==> src/tbh_pkg.sv <==
// constants for the toggle-bit telegram handshake block
package tbh_pkg;

    // telegram image geometry
    localparam int IMG_BYTES = 12;
    localparam int IMG_W     = IMG_BYTES * 8;
    localparam int CTRL_BYTE = 0;
    localparam int CMD_BYTE  = 2;
    localparam int PARI_BYTE = 4;
    localparam int DATA_BYTE = 8;

    // control byte bit positions
    localparam int DS_BIT = 2;
    localparam int UM_BIT = 1;
    localparam int US_BIT = 0;

    // reply counter values
    localparam logic [7:0] CNT_RESET = 8'h00;
    localparam logic [7:0] CNT_MAX   = 8'hFF;
    localparam logic [7:0] CNT_WRAP  = 8'h01;

    // apb register byte offsets
    localparam logic [11:0] REG_CTRL     = 12'h000;
    localparam logic [11:0] REG_STATUS   = 12'h004;
    localparam logic [11:0] REG_IRQ_STAT = 12'h008;
    localparam logic [11:0] REG_IRQ_MASK = 12'h00C;
    localparam logic [11:0] REG_CMD      = 12'h010;
    localparam logic [11:0] REG_CMD_PAR  = 12'h014;
    localparam logic [11:0] REG_CMD_DATA = 12'h018;
    localparam logic [11:0] REG_RESP     = 12'h01C;
    localparam logic [11:0] REG_PUSH     = 12'h020;
    localparam logic [11:0] REG_REPLY    = 12'h024;

    // interrupt status bits
    localparam int IRQ_CMD   = 0;
    localparam int IRQ_PURGE = 1;
    localparam int IRQ_SENT  = 2;
    localparam int IRQ_W     = 3;
    localparam logic [IRQ_W-1:0] IRQ_MASK_RESET = 3'h0;

    // control register bit
    localparam int CTRL_SEND = 0;

    // handshake states
    typedef enum logic [1:0] {
        ST_START = 2'b01,
        ST_RUN   = 2'b10
    } tbh_state_type;

endpackage

==> src/tbh_telegram.sv <==
// telegram handshake engine with apb register file and response store
//
// What this block does
// - byte 0 is control: purge bit 2, host-valid 1, device-valid 0, rest 0
// - input image: ctrl, rsvd, echo cmd, rsvd, status, counter, 2 params, data
// - host inverting purge bit discards all stored response data
// - device acknowledges an accepted command with inverted host-valid bit
// - device flags a fresh response by changing its device-valid bit
// - device holds further responses until host acknowledged the last one
// - on purge the device echoes the new purge bit and empties the store
// - at start each side outputs the inverse of the other's valid bit
// - response goes out with device-valid set equal to the host's copy
// - both images are sampled once per process-data cycle
// - reply counter starts at zero, counts content changes, wraps FF to 01
`timescale 1ns/1ps
module tbh_telegram
    import tbh_pkg::*;
#(
    parameter int FIFO_DEPTH = 4
) (
    input  wire logic             pclk,
    input  wire logic             presetn,
    input  wire logic             cken,
    input  wire logic             psel,
    input  wire logic             penable,
    input  wire logic             pwrite,
    input  wire logic [11:0]      paddr,
    input  wire logic [31:0]      pwdata,
    output logic      [31:0]      prdata,
    output logic                  pready,
    output logic                  pslverr,
    input  wire logic             pd_cycle,
    input  wire logic [IMG_W-1:0] out_image,
    output logic      [IMG_W-1:0] in_image,
    output logic                  irq
);

    localparam int PW = $clog2(FIFO_DEPTH);

    // parameter check
    if (FIFO_DEPTH < 2 || FIFO_DEPTH > 128 ||
        (FIFO_DEPTH & (FIFO_DEPTH - 1)) != 0) begin : g_bad_depth
        $error("FIFO_DEPTH must be a power of two from 2 to 128");
    end

    typedef struct packed {
        tbh_state_type                st;
        logic                         prev_um;
        logic                         prev_ds;
        logic                         in_ds;
        logic                         in_um;
        logic                         in_us;
        logic [7:0]                   cmd_code;
        logic [31:0]                  cmd_par;
        logic [31:0]                  cmd_data;
        logic [7:0]                   resp_stat;
        logic [15:0]                  resp_par;
        logic                         send_req;
        logic [7:0]                   img_cmd;
        logic [7:0]                   img_stat;
        logic [7:0]                   img_cnt;
        logic [15:0]                  img_par;
        logic [31:0]                  img_data;
        logic [FIFO_DEPTH-1:0][31:0]  fifo;
        logic [PW-1:0]                rd;
        logic [PW-1:0]                wr;
        logic [PW:0]                  count;
        logic [IRQ_W-1:0]             irq_stat;
        logic [IRQ_W-1:0]             irq_mask;
        logic [31:0]                  prdata;
        logic                         pslverr;
    } tbh_regs_type;

    tbh_regs_type r;
    tbh_regs_type next_r;

    // byte pick from a telegram image
    function automatic logic [7:0] img_byte(input logic [IMG_W-1:0] img,
                                            input int idx);
        return img[idx*8 +: 8];
    endfunction

    // reply counter step, never returns to zero
    function automatic logic [7:0] cnt_step(input logic [7:0] c);
        return (c == CNT_MAX) ? CNT_WRAP : c + 8'h01;
    endfunction

    logic [7:0]  host_ctrl;
    logic        um_o;
    logic        ds_o;
    logic        us_o;
    logic        cyc;
    logic        fifo_full;
    logic        fifo_empty;
    logic        addr_ok;
    logic        wr_acc;
    logic        rd_acc;
    logic        setup;

    // host control byte fields and bus phases
    assign host_ctrl  = img_byte(out_image, CTRL_BYTE);
    assign um_o       = host_ctrl[UM_BIT];
    assign ds_o       = host_ctrl[DS_BIT];
    assign us_o       = host_ctrl[US_BIT];
    assign cyc        = pd_cycle & cken;
    assign fifo_full  = (r.count == (PW+1)'(FIFO_DEPTH));
    assign fifo_empty = (r.count == '0);
    assign setup      = psel & ~penable & cken;
    assign wr_acc     = psel & penable & pwrite & cken;
    assign rd_acc     = psel & penable & ~pwrite & cken;
    assign addr_ok    = (paddr[1:0] == 2'b00) && (paddr <= REG_REPLY);

    // next-state logic
    always_comb begin
        logic do_push;
        logic do_pop;
        logic do_purge;
        logic do_send;
        logic [31:0] send_data;
        logic [IRQ_W-1:0] ev;
        do_push   = 1'b0;
        do_pop    = 1'b0;
        do_purge  = 1'b0;
        do_send   = 1'b0;
        send_data = 32'h0000_0000;
        ev        = '0;
        next_r    = r;

        // read data and error captured in the setup phase
        if (setup) begin
            next_r.pslverr = ~addr_ok |
                             (pwrite && paddr == REG_PUSH && fifo_full);
            next_r.prdata  = 32'h0000_0000;
            if (!pwrite) begin
                unique case (paddr)
                    REG_CTRL:     next_r.prdata[CTRL_SEND] = r.send_req;
                    REG_STATUS:   next_r.prdata = {16'h0000, 8'(r.count),
                                      4'h0, fifo_full, fifo_empty,
                                      (r.st == ST_RUN), r.send_req};
                    REG_IRQ_STAT: next_r.prdata[IRQ_W-1:0] = r.irq_stat;
                    REG_IRQ_MASK: next_r.prdata[IRQ_W-1:0] = r.irq_mask;
                    REG_CMD:      next_r.prdata[7:0] = r.cmd_code;
                    REG_CMD_PAR:  next_r.prdata = r.cmd_par;
                    REG_CMD_DATA: next_r.prdata = r.cmd_data;
                    REG_RESP:     next_r.prdata = {8'h00, r.resp_par,
                                                   r.resp_stat};
                    REG_REPLY:    next_r.prdata[7:0] = r.img_cnt;
                    default:      next_r.prdata = 32'h0000_0000;
                endcase
            end
        end

        // read of interrupt status clears the bits it returned
        if (rd_acc && paddr == REG_IRQ_STAT) begin
            next_r.irq_stat = r.irq_stat & ~r.prdata[IRQ_W-1:0];
        end

        // one sample of the host image per process-data cycle
        if (cyc) begin
            unique case (r.st)
                ST_START: begin
                    // first sample: show ready by inverting host-valid
                    next_r.in_um   = ~um_o;
                    next_r.in_ds   = ds_o;
                    next_r.prev_um = um_o;
                    next_r.prev_ds = ds_o;
                    next_r.st      = ST_RUN;
                end
                ST_RUN: begin
                    next_r.prev_um = um_o;
                    next_r.prev_ds = ds_o;
                    // purge toggle compared with previous sample
                    if (ds_o != r.prev_ds) begin
                        do_purge     = 1'b1;
                        next_r.in_ds = ds_o;
                        ev[IRQ_PURGE] = 1'b1;
                    end
                    // fresh command from the host
                    if (um_o != r.prev_um) begin
                        next_r.cmd_code = img_byte(out_image, CMD_BYTE);
                        next_r.cmd_par  = out_image[PARI_BYTE*8 +: 32];
                        next_r.cmd_data = out_image[DATA_BYTE*8 +: 32];
                        next_r.in_um    = ~um_o;
                        ev[IRQ_CMD]     = 1'b1;
                    end
                    // send only once the host has returned the inverse
                    if (r.send_req && (us_o != r.in_us)) begin
                        do_send = 1'b1;
                    end
                end
                default: next_r.st = ST_START;
            endcase
        end

        // response publication
        if (do_send) begin
            if (!fifo_empty && !do_purge) begin
                send_data = r.fifo[r.rd];
                do_pop    = 1'b1;
            end
            next_r.img_cmd  = r.cmd_code;
            next_r.img_stat = r.resp_stat;
            next_r.img_par  = r.resp_par;
            next_r.img_data = send_data;
            // count only when the response field really changes
            if ({r.cmd_code, r.resp_stat, r.resp_par, send_data} !=
                {r.img_cmd, r.img_stat, r.img_par, r.img_data}) begin
                next_r.img_cnt = cnt_step(r.img_cnt);
            end
            next_r.in_us    = us_o;
            next_r.send_req = 1'b0;
            ev[IRQ_SENT]    = 1'b1;
        end

        // register writes in the access phase
        if (wr_acc) begin
            unique case (paddr)
                REG_CTRL: begin
                    if (pwdata[CTRL_SEND]) begin
                        next_r.send_req = 1'b1;
                    end
                end
                REG_IRQ_MASK: next_r.irq_mask = pwdata[IRQ_W-1:0];
                REG_RESP: begin
                    next_r.resp_stat = pwdata[7:0];
                    next_r.resp_par  = pwdata[23:8];
                end
                REG_PUSH: do_push = ~fifo_full;
                default: ;
            endcase
        end

        // response store update, purge drops everything
        if (do_purge) begin
            next_r.rd    = '0;
            next_r.wr    = '0;
            next_r.count = '0;
        end else begin
            if (do_push) begin
                next_r.fifo[r.wr] = pwdata;
                next_r.wr         = r.wr + PW'(1);
            end
            if (do_pop) begin
                next_r.rd = r.rd + PW'(1);
            end
            next_r.count = r.count + (PW+1)'(do_push) - (PW+1)'(do_pop);
        end

        // event sets win over the read clear
        next_r.irq_stat = next_r.irq_stat | ev;

        // clock enable low freezes everything
        if (!cken) begin
            next_r = r;
        end
    end

    // state register
    always_ff @(posedge pclk or negedge presetn) begin
        if (!presetn) begin
            r           <= '0;
            r.st        <= ST_START;
            r.img_cnt   <= CNT_RESET;
            r.irq_mask  <= IRQ_MASK_RESET;
        end else begin
            r <= next_r;
        end
    end

    // outputs: input image built from flops, control bits 7..3 zero
    assign in_image = {r.img_data, r.img_par, r.img_cnt, r.img_stat, 8'h00,
                       r.img_cmd, 8'h00,
                       5'b00000, r.in_ds, r.in_um, r.in_us};
    assign prdata   = r.prdata;
    assign pslverr  = r.pslverr;
    assign pready   = cken;
    assign irq      = |(r.irq_stat & r.irq_mask);
endmodule // tbh_telegram

==> config.mk <==
export PLATFORM = sky130hd
export DESIGN_NAME = tbh_telegram
export DESIGN_NICKNAME = d
export VERILOG_FILES = /design/src/tbh_pkg.sv /design/src/tbh_telegram.sv
export SDC_FILE = /design/constraint.sdc
export NUM_CORES = 1
export LEC_CHECK = 0
export BUFFER_PORTS_ARGS = -buffer_cell sky130_fd_sc_hd__buf_2
export CELL_PAD_IN_SITES_DETAIL_PLACEMENT = 2
export CELL_PAD_IN_SITES_GLOBAL_PLACEMENT = 2
export CORE_UTILIZATION = 25
export DETAILED_ROUTE_END_ITERATION = 10
export HOLD_SLACK_MARGIN = 0.1
export PLACE_DENSITY_LB_ADDON = 0.1
export SKIP_CTS_REPAIR_TIMING = 1
export SYNTH_ARGS = -nofsm -noshare
export SYNTH_HDL_FRONTEND = slang
export SYNTH_SLANG_ARGS = --single-unit
==> constraint.sdc <==
create_clock -name pclk -period 8.5 [get_ports pclk]
set_clock_uncertainty 0.15 [all_clocks]
set_input_delay 0.85 -clock pclk [delete_from_list [all_inputs] [get_ports pclk]]
set_output_delay 0.85 -clock pclk [all_outputs]
set_load 0.005 [all_outputs]
==> results of run 1 <==
-- through the flow --
step | hold WS [ps] | std cells | total power, mW | util | area (um2)
floorplan | 301.0 | 1354 | 2.334 | - | 17240
global placement | 310.0 | 2293 | 2.554 | 0.2732 | 18440
detailed placement | 320.7 | 2293 | 2.583 | 0.2732 | 18440
CTS | 89.02 | 2375 | 4.606 | 0.2957 | 19960
global route | 324.4 | 2378 | 4.729 | 0.2959 | 19980
finish | 322.8 | 2380 | 4.508 | 0.2960 | 19980
-- registers in the layout (all words and copies together) (netlist names) --
register,cells
prdata,32
pslverr,1
in_image,75
r,242
-- layout make-up --
cell class,instances,area (um2)
clock inverter,15,188.9
clock buffer,67,1330
sequential,350,8763
multi-input combinational,789,7134
fill,7151,47530
tap,873,1092
antenna,4,10.01
inverter,21,78.83
timing repair buffer,261,1384
-- cells in the mapped netlist (14+ instances only) --
master,count
buf_4,133
mux2_4,20
dfrtp_1,349
a22oi_1,40
buf_2,19
nand2_1,63
inv_1,21
clkbuf_1,33
mux4_2,33
xnor2_1,21
a22o_1,35
nand3_1,17
xor2_1,38
mux2_2,248
nand4_1,14
nor2_1,40
o21ai_0,51
-- metal layers --
layer / vias up / share of wire / wire (um) / track usage
li1: 4954 / - / - / -
met1: 5823 / 0.45 / 25710 / 0.2157
met2: 169 / 0.50 / 28500 / 0.2823
met3: 79 / 0.032 / 1862 / 0.02890
met4: 6 / 0.024 / 1386 / 0.04698
met5: - / 0.00050 / 29 / 0
-- power groups by stage --
stage | combinational [mW] | sequential, mW | clock, mW
after CTS | 0.555 | 2.00 | 2.05
after global routing | 0.595 | 2.03 | 2.11
final | 0.536 | 2.00 | 1.97
after global placement | 0.535 | 2.02 | 0
after floorplan | 0.354 | 1.98 | 0
after detailed placement | 0.553 | 2.03 | 0
-- kinds of logic (layout without fill, tap and decap cells) --
family,Yosys count,after routing,share of synthesized area
AOI/OAI and AO/OA,184,184,0.07603
xor gates and xnor gates,59,59,0.03010
adders and majority gates,10,10,0.007727
buffers and inverters,215,364,0.08025
DFF,350,350,0.5103
muxes,319,319,0.2349
other,1,25,0.0002185
and+or+nand+nor,196,196,0.06050
-- worst max-delay path, delay by kind of cell, from the launching register on --
kind | cells | cell delay [ps]
muxes | 2 | 800
DFF | 1 | 1010
AOI/OAI and AO/OA | 4 | 720
buffers and inverters | 1 | 480
and+or+nand+nor | 2 | 1120
-- path summary, 6_finish.rpt --
kind | to | slack (ps) | cells after the start
max | in_image[40]$_DFFE_PN0P_ | 4080 | 9
min | prdata[20]$_DFFE_PN0P_ | 320 | 2
max reg2reg | in_image[40]$_DFFE_PN0P_ | 4080 | 9
min reg2reg | prdata[20]$_DFFE_PN0P_ | 320 | 2
max in group asynchronous | prdata[24]$_DFFE_PN0P_ | 5560 | 4
min in group asynchronous | r[77]$_DFFE_PN0P_ | 680 | 2
==> metrics.cfg, run 1 <==
[cts]
cts_htree_levels = 2
clockBufferDepth = 3
clock_latency_ps = 580
cts_sinks = 350
cts_made_buffers = 44
cts_tree = done
clk_pin_slew_ps = 60
clock-root-buffer = clkbuf_16

[routing]
routed_wl_um = 57480
drt_iter0_drc = 383
avgViaCountPerCell = 4.635
drc = 0
dr.pass1.iters = 5
dr_total_vias = 11030
ant_nets = 0
post_drt_wl_per_cell_um = 24.15

[cells_and_area]
drive_above_1_share = 0.4325
final_nets = 1624
syn2layout_area_growth_pct = 16.41
final_common_cell = dfrtp_1
mostFrequentLayoutCells = 348 x dfrtp_1, 248 x mux2_2, 234 x buf_2

[yosys]
synth_ff_type = dfrtp_1
syn_area_per_cell_um2 = 12.87
ys_types = 76
yosys.area.top_type = dfrtp_1
synth_edf_count = 0
synth_area_um2 = 17170
ys_ff_latch = 350
synth_top_area_share = 0.5088
synth_area_leaders = dfrtp_1 51%, mux2_2 16%, buf_4 5.8%
async_flop_share = 1.000
yosys_warnings = 0
ys_seq_area_frac = 0.5103
netlist_instances = 1334

[timing]
slew_viol_final = 0
rsz0062_at_grt = no
setup_tns_ps = 0
hold_viol_final = 0
worstMarginPinSlew_ps = 1025
fin_ws_ps = 4082
relSlewSlack = 0.3167
setup_viol_count_final = 0
fin_crit_ps = 4418
period_share = 0.5197
fmax_mhz = 226.4

[grt]
overflow = 0
grt_pass1_wl_um = 85910
grt_antenna_before_repair = 7
grt_max_degree = 76
grt_usage = 0.1661
grt_pass1_vias = 12550

[setup_path]
cp_slowest_cell = dfrtp_1
reg2reg_from = r[45]$_DFFE_PN0P_
crit_start = r[45]$_DFFE_PN0P_
crit_type = reg2reg
crit_path_end_kind = flop
worstPathRequired_ps = 8810
crit_chain = buf_4 -> mux4_2 -> or4_1 -> o31a_1 -> a21oi_1 -> o2111ai_1 -> nor4_4 -> a21oi_2 -> mux2_1
start_kind = flop
worstPathArrival_ps = 4720
cp_max_fo = 18
cp_slowest_stage_delay_ps = 1010

[placed_design]
post-place-ws_ps = 3963
routabilityCongestion = 0.7425
portBuffers = 235
dp_hpwl_um = 40110

[pwr]
leakage_nw = 9.678
power_frac_comb = 0.119
seqPwrFrac = 0.443
p_per_area_nw_per_um2 = 225.6
peakVddDrop_v = 0.0001287
internal_power_mw = 3.330
p_clk_frac = 0.438
switchingPower_mw = 1.178
p_sw_frac = 0.2613

[floorplan]
dieWidth_um = 264.0
start_util = 0.2542
fp-row-count = 95
fp.dieArea_um2 = 69710
die_h_um = 264.0
boundaryPins = 278
core_um2 = 67510

[min_path]
worstHoldStart = prdata[20]$_DFFE_PN0P_
hold_path.class = reg2reg

[job]
drv_cap = 0

[status]
status = completed

(Power assumes the default switching activity.)
==> inputs of run 2 (changes only) <==
clock period = 3.84 ns   (was 8.5 ns; I/O delays follow)
==> run 2 against run 1 <==
Net effect:
- count of clock-buffer cells in the layout increased by 4
- clock power increased by 110%
- sequential share of layout area decreased by 2.8 points
- sequential cell count unchanged
- fmax increased by 31%
- global-route usage increased by 0.32 points
- utilization increased by 2.0 points
- power increased by 120%
- combinational power increased to 2.5 times the previous value
- largest power group unchanged
==> metrics.cfg, run 2 (same netlist as run 1, synthesis figures left out) <==
[cells_and_area]
seq_area_um2 = 8761
top_register = r
post-route-util = 0.3164
fin_cells = 2516
fin_area_um2 = 21360
final_common_cell = dfrtp_1
mostFrequentLayoutCells = 348 x dfrtp_1, 248 x mux2_2, 234 x buf_2
largest_register_ffs = 242
final_nets = 1762
drive_above_1_share = 0.4137
nFillCells = 7128
multi_input_area_um2 = 7134
syn2layout_area_growth_pct = 24.45

[timing]
hold_ws_ps = 102.8
setup_tns_ps = 0
worstMarginPinSlew_ps = 776.5
setup_viol_count_final = 0
relSlewSlack = 0.4823
slew_viol_final = 0
period_share = 0.8810
hold_viol_final = 0
fin_ws_ps = 456.8
fin_crit_ps = 3383
fmax_mhz = 295.6
rsz0062_at_grt = no

[setup_path]
crit_chain = inv_1 -> ha_1 -> nand3_1 -> o21a_1 -> buf_4 -> nand2_1 -> nor4b_1 -> a41oi_1 -> a2111oi_4 -> buf_4 -> a21oi_2 -> mux2_1
reg2reg_to = in_image[40]$_DFFE_PN0P_
crit_type = reg2reg
crit_end = in_image[40]$_DFFE_PN0P_
cp_slowest_stage_delay_ps = 540
crit_path_end_kind = flop
ff2ff_setup_slack_ps = 460
reg2reg_from = r[348]$_DFFE_PN1P_
worstPathRequired_ps = 4140
reg2reg_depth = 12
cp_max_fo = 17
cpMostUsedCell = buf_4
worstPathArrival_ps = 3680
cp_slowest_cell = dfstp_2
start_kind = flop
crit_start = r[348]$_DFFE_PN1P_

[cts]
clockBufferDepth = 3
cts_tree = done
cts_sinks = 350
clk_pin_slew_ps = 60
cts_htree_levels = 2
clock_latency_ps = 580
cts_made_buffers = 46
clock-root-buffer = clkbuf_16

[pwr]
power_frac_comb = 0.134
p_clk_frac = 0.423
p_per_area_nw_per_um2 = 468.4
switchingPower_mw = 2.658
p_sw_frac = 0.2657
seqPwrFrac = 0.443
power_mw = 10.00
internal_power_mw = 7.347
peakVddDrop_v = 0.0002660
leakage_nw = 10.30

[grt]
met2_usage = 0.2760
grt_pass1_wl_um = 87690
grt_usage = 0.1694
grt_pass1_vias = 12760
grt_antenna_before_repair = 3
grt_max_degree = 86
overflow = 0
gr-usage-met3 = 0.02703
grtUsageMet1 = 0.2274
grt.busiest_layer = met2

[placed_design]
post-place-ws_ps = 398.8
dpl_cell_area_um2 = 18820
dp_hpwl_um = 40850
dp_cells = 2323
portBuffers = 235
routabilityCongestion = 0.7740

[floorplan]
dieWidth_um = 264.0
start_util = 0.2542
fp-row-count = 95
fp.dieArea_um2 = 69710
die_h_um = 264.0
boundaryPins = 278
core_um2 = 67510

[routing]
dr.pass1.iters = 4
routed_wl_um = 59200
avgViaCountPerCell = 4.676
dr_total_vias = 11770
drc = 0
ant_nets = 0
drt_iter0_drc = 551
post_drt_wl_per_cell_um = 23.53

[status]
status = completed

[job]
drv_cap = 0

[min_path]
hold_path.class = in2reg

==> run 2: cell types whose count changed in the layout (fill, tap and decap cells not counted), moves of 2 or more <==
cell | previous run | this run
buf_4 | 25 | 43
clkbuf_1 | 11 | 13
bufinv_16 | 4 | 1
buf_12 | 0 | 12
clkinv_2 | 9 | 7
dlygate4sd3_1 | 1 | 107
==> run 2: layout make-up <==
type / instances / area share
inverter: 21 / 0.003690
clock inverter: 11 / 0.004159
timing repair buffer: 397 / 0.1320
antenna: 4 / 0.0004686
sequential: 350 / 0.4101
multi-input combinational: 789 / 0.3340
tap: 873 / 0.05113
clock buffer: 71 / 0.06443
==> run 2: worst min path at each step <==
| stage | startpoint | end | slack [ps] | cells after the start |
|---|---|---|---|---|
| 2_1_floorplan | presetn | in_image[0]$_DFFE_PN0P_ | -60 | 0 |
| 3_3_place_gp | prdata[25]$_DFFE_PN0P_ | prdata[25]$_DFFE_PN0P_ | 310 | 2 |
| 3_5_place_dp | prdata[24]$_DFFE_PN0P_ | prdata[24]$_DFFE_PN0P_ | 320 | 2 |
| 4_1_cts | presetn | in_image[92]$_DFFE_PN0P_ | -280 | 1 |
| 5_1_grt | pwdata[1] | r[143]$_DFFE_PN0P_ | 110 | 2 |
| 6_report | paddr[1] | pslverr$_DFFE_PN0P_ | 100 | 4 |
==> run 2: routing by layer <==
metal / up-vias / share of wire
li1: 5238 / -
met1: 6230 / 0.46
met2: 212 / 0.48
met3: 85 / 0.036
met4: 0 / 0.031
met5: - / 0
==> run 2: power groups by stage <==
stage	logic, mW	registers [mW]	clock network (mW)
2_1_floorplan	0.783	4.38	0
3_3_place_gp	1.25	4.48	0
3_5_place_dp	1.28	4.50	0
4_1_cts	1.29	4.43	4.40
5_1_grt	1.48	4.49	4.54
6_report	1.34	4.44	4.23
==> run 2: critical path, delay by kind of cell (launching register included) <==
family	cells	cell delay, ps
multiplexers	1	340
flip-flops	1	540
AND/OR/NAND/NOR	3	500
AO/OA/AOI/OAI	4	890
adder cells (fa/ha/maj)	1	260
buffers and inverters	3	590
==> inputs of run 3 (changes only) <==
BUFFER_PORTS_ARGS = unset   (was -buffer_cell sky130_fd_sc_hd__buf_2)
DONT_BUFFER_PORTS = 1   (was unset)
==> run 3 against run 2 <==
Net effect:
- the run now ends with negative hold slack left
- fmax is 6.1% lower
- worst hold slack worse by 730 ps
- combinational power is 13% lower
- sequential share of layout area is 2.3 points higher
- routed wire length is 1.9% lower
- die area stayed put
- first-iteration DRC count is 32% lower
- cell count is 9.5% lower
==> metrics.cfg, run 3 (same netlist as run 1, synthesis figures left out) <==
[status]
status = finished, violations left
violations = negative hold slack

[timing]
fin_crit_ps = 3602
hold_ws_ps = -627.0
worstMarginPinSlew_ps = 1027
fmax_mhz = 277.6
relSlewSlack = 0.3152
rsz0062_at_grt = no
hold_viol_final = 350
slew_viol_final = 0
fin_ws_ps = 238.2
period_share = 0.9380
setup_viol_count_final = 0

[routing]
ant_nets = 0
dr_total_vias = 10760
dr.pass1.iters = 5
routed_wl_um = 58090
post_drt_wl_per_cell_um = 25.50
drt_iter0_drc = 377
drc = 0
avgViaCountPerCell = 4.724

[placed_design]
portBuffers = 0
routabilityCongestion = 0.7261
post-place-ws_ps = -131.1
dp_cells = 2072
dp_hpwl_um = 38930
dpl_cell_area_um2 = 17450

[grt]
grt_antenna_before_repair = 14
grt_pass1_vias = 11510
grt_pass1_wl_um = 83290
grt.busiest_layer = met2
grtUsageMet1 = 0.1980
overflow = 0
grt_max_degree = 351
gr-usage-met3 = 0.05630
grt_usage = 0.1626
met2_usage = 0.2750

[cells_and_area]
nFillCells = 7087
drive_above_1_share = 0.3074
multi_input_area_um2 = 7137
fin_cells = 2278
post-route-util = 0.2993
final_common_cell = dfrtp_1
top_register = r
final_nets = 1522
largest_register_ffs = 242
syn2layout_area_growth_pct = 17.71
fin_area_um2 = 20210
mostFrequentLayoutCells = 348 x dfrtp_1, 248 x mux2_2, 119 x dlygate4sd3_1
seq_area_um2 = 8761

[floorplan]
boundaryPins = 278
core_um2 = 67510
die_h_um = 264.0
fp.dieArea_um2 = 69710
fp-row-count = 95
start_util = 0.2542
dieWidth_um = 264.0

[pwr]
leakage_nw = 9.181
peakVddDrop_v = 0.0002700
p_per_area_nw_per_um2 = 496.8

[setup_path]
ff2ff_setup_slack_ps = 240
crit_path_end_kind = flop
start_kind = flop
crit_type = reg2reg
reg2reg_depth = 11
worstPathRequired_ps = 4130
cp_max_fo = 7
worstPathArrival_ps = 3890
reg2reg_from = in_image[54]$_DFFE_PN0P_
reg2reg_to = in_image[47]$_DFFE_PN0P_

[cts]
cts_tree = done
cts_sinks = 350
cts_htree_levels = 2
cts_made_buffers = 45
clockBufferDepth = 3
clock-root-buffer = clkbuf_16
clk_pin_slew_ps = 60
clock_latency_ps = 580

[min_path]
hold_path.class = in2async

[job]
drv_cap = 0

-- run 3: cell types whose count changed in the layout (fill, tap and decap cells not counted), sizes merged, moves of 2 or more --
cell,delta
buf,-251
bufinv,+4
dlygate4sd3,+12
clkbuf,-5
diode,+2
-- run 3: routing by layer --
metal | part of all wire | routed length, um | up-vias
met5 | 0.0014 | 80 | -
met4 | 0.016 | 931 | 12
met3 | 0.067 | 3892 | 80
met2 | 0.50 | 28810 | 216
met1 | 0.42 | 24370 | 5696
li1 | - | - | 4757
-- run 3: stage by stage --
stage	setup TNS, ps	power [mW]
6_report	0	10.04
5_1_grt	0	10.53
4_1_cts	-705.7	10.13
3_5_place_dp	-719.2	5.556
3_3_place_gp	-1011	5.497
2_1_floorplan	0	5.166
-- run 3: layout make-up --
| type | count | share of cell area |
|---|---|---|
| Clock buffer | 66 | 0.06564 |
| Timing Repair Buffer | 158 | 0.07778 |
| Multi-Input combinational cell | 789 | 0.3532 |
| Inverter | 21 | 0.003901 |
| Clock inverter | 15 | 0.01108 |
| Sequential cell | 350 | 0.4336 |
| Tap cell | 873 | 0.05406 |
| Antenna cell | 6 | 0.0007431 |
-- run 3: worst max-delay path by stage --
stage	start	to	slack, ps
6_report	in_image[54]$_DFFE_PN0P_	in_image[47]$_DFFE_PN0P_	240
3_3_place_gp	r[348]$_DFFE_PN1P_	in_image[47]$_DFFE_PN0P_	-170
5_1_grt	in_image[54]$_DFFE_PN0P_	in_image[47]$_DFFE_PN0P_	10
3_5_place_dp	r[348]$_DFFE_PN1P_	in_image[47]$_DFFE_PN0P_	-130
4_1_cts	r[348]$_DFFE_PN1P_	in_image[47]$_DFFE_PN0P_	-140
2_1_floorplan	paddr[9]	r[41]$_DFFE_PN0P_	560
-- run 3: worst max-delay path, cell delays in order (launching register included) --
cell,delay (ps)
dfrtp_1,470
xor2_1,240
nor4_1,540
nand4_1,220
a2111oi_1,570
buf_4,200
nand4_1,190
a2111oi_4,270
buf_4,190
buf_4,150
a2111oi_0,90
o21bai_1,190
-- run 3: power breakdown --
part | switching (mW) | internal, mW
sequential | 0.299 | 4.14
combinational | 0.529 | 0.640
clock | 1.71 | 2.73
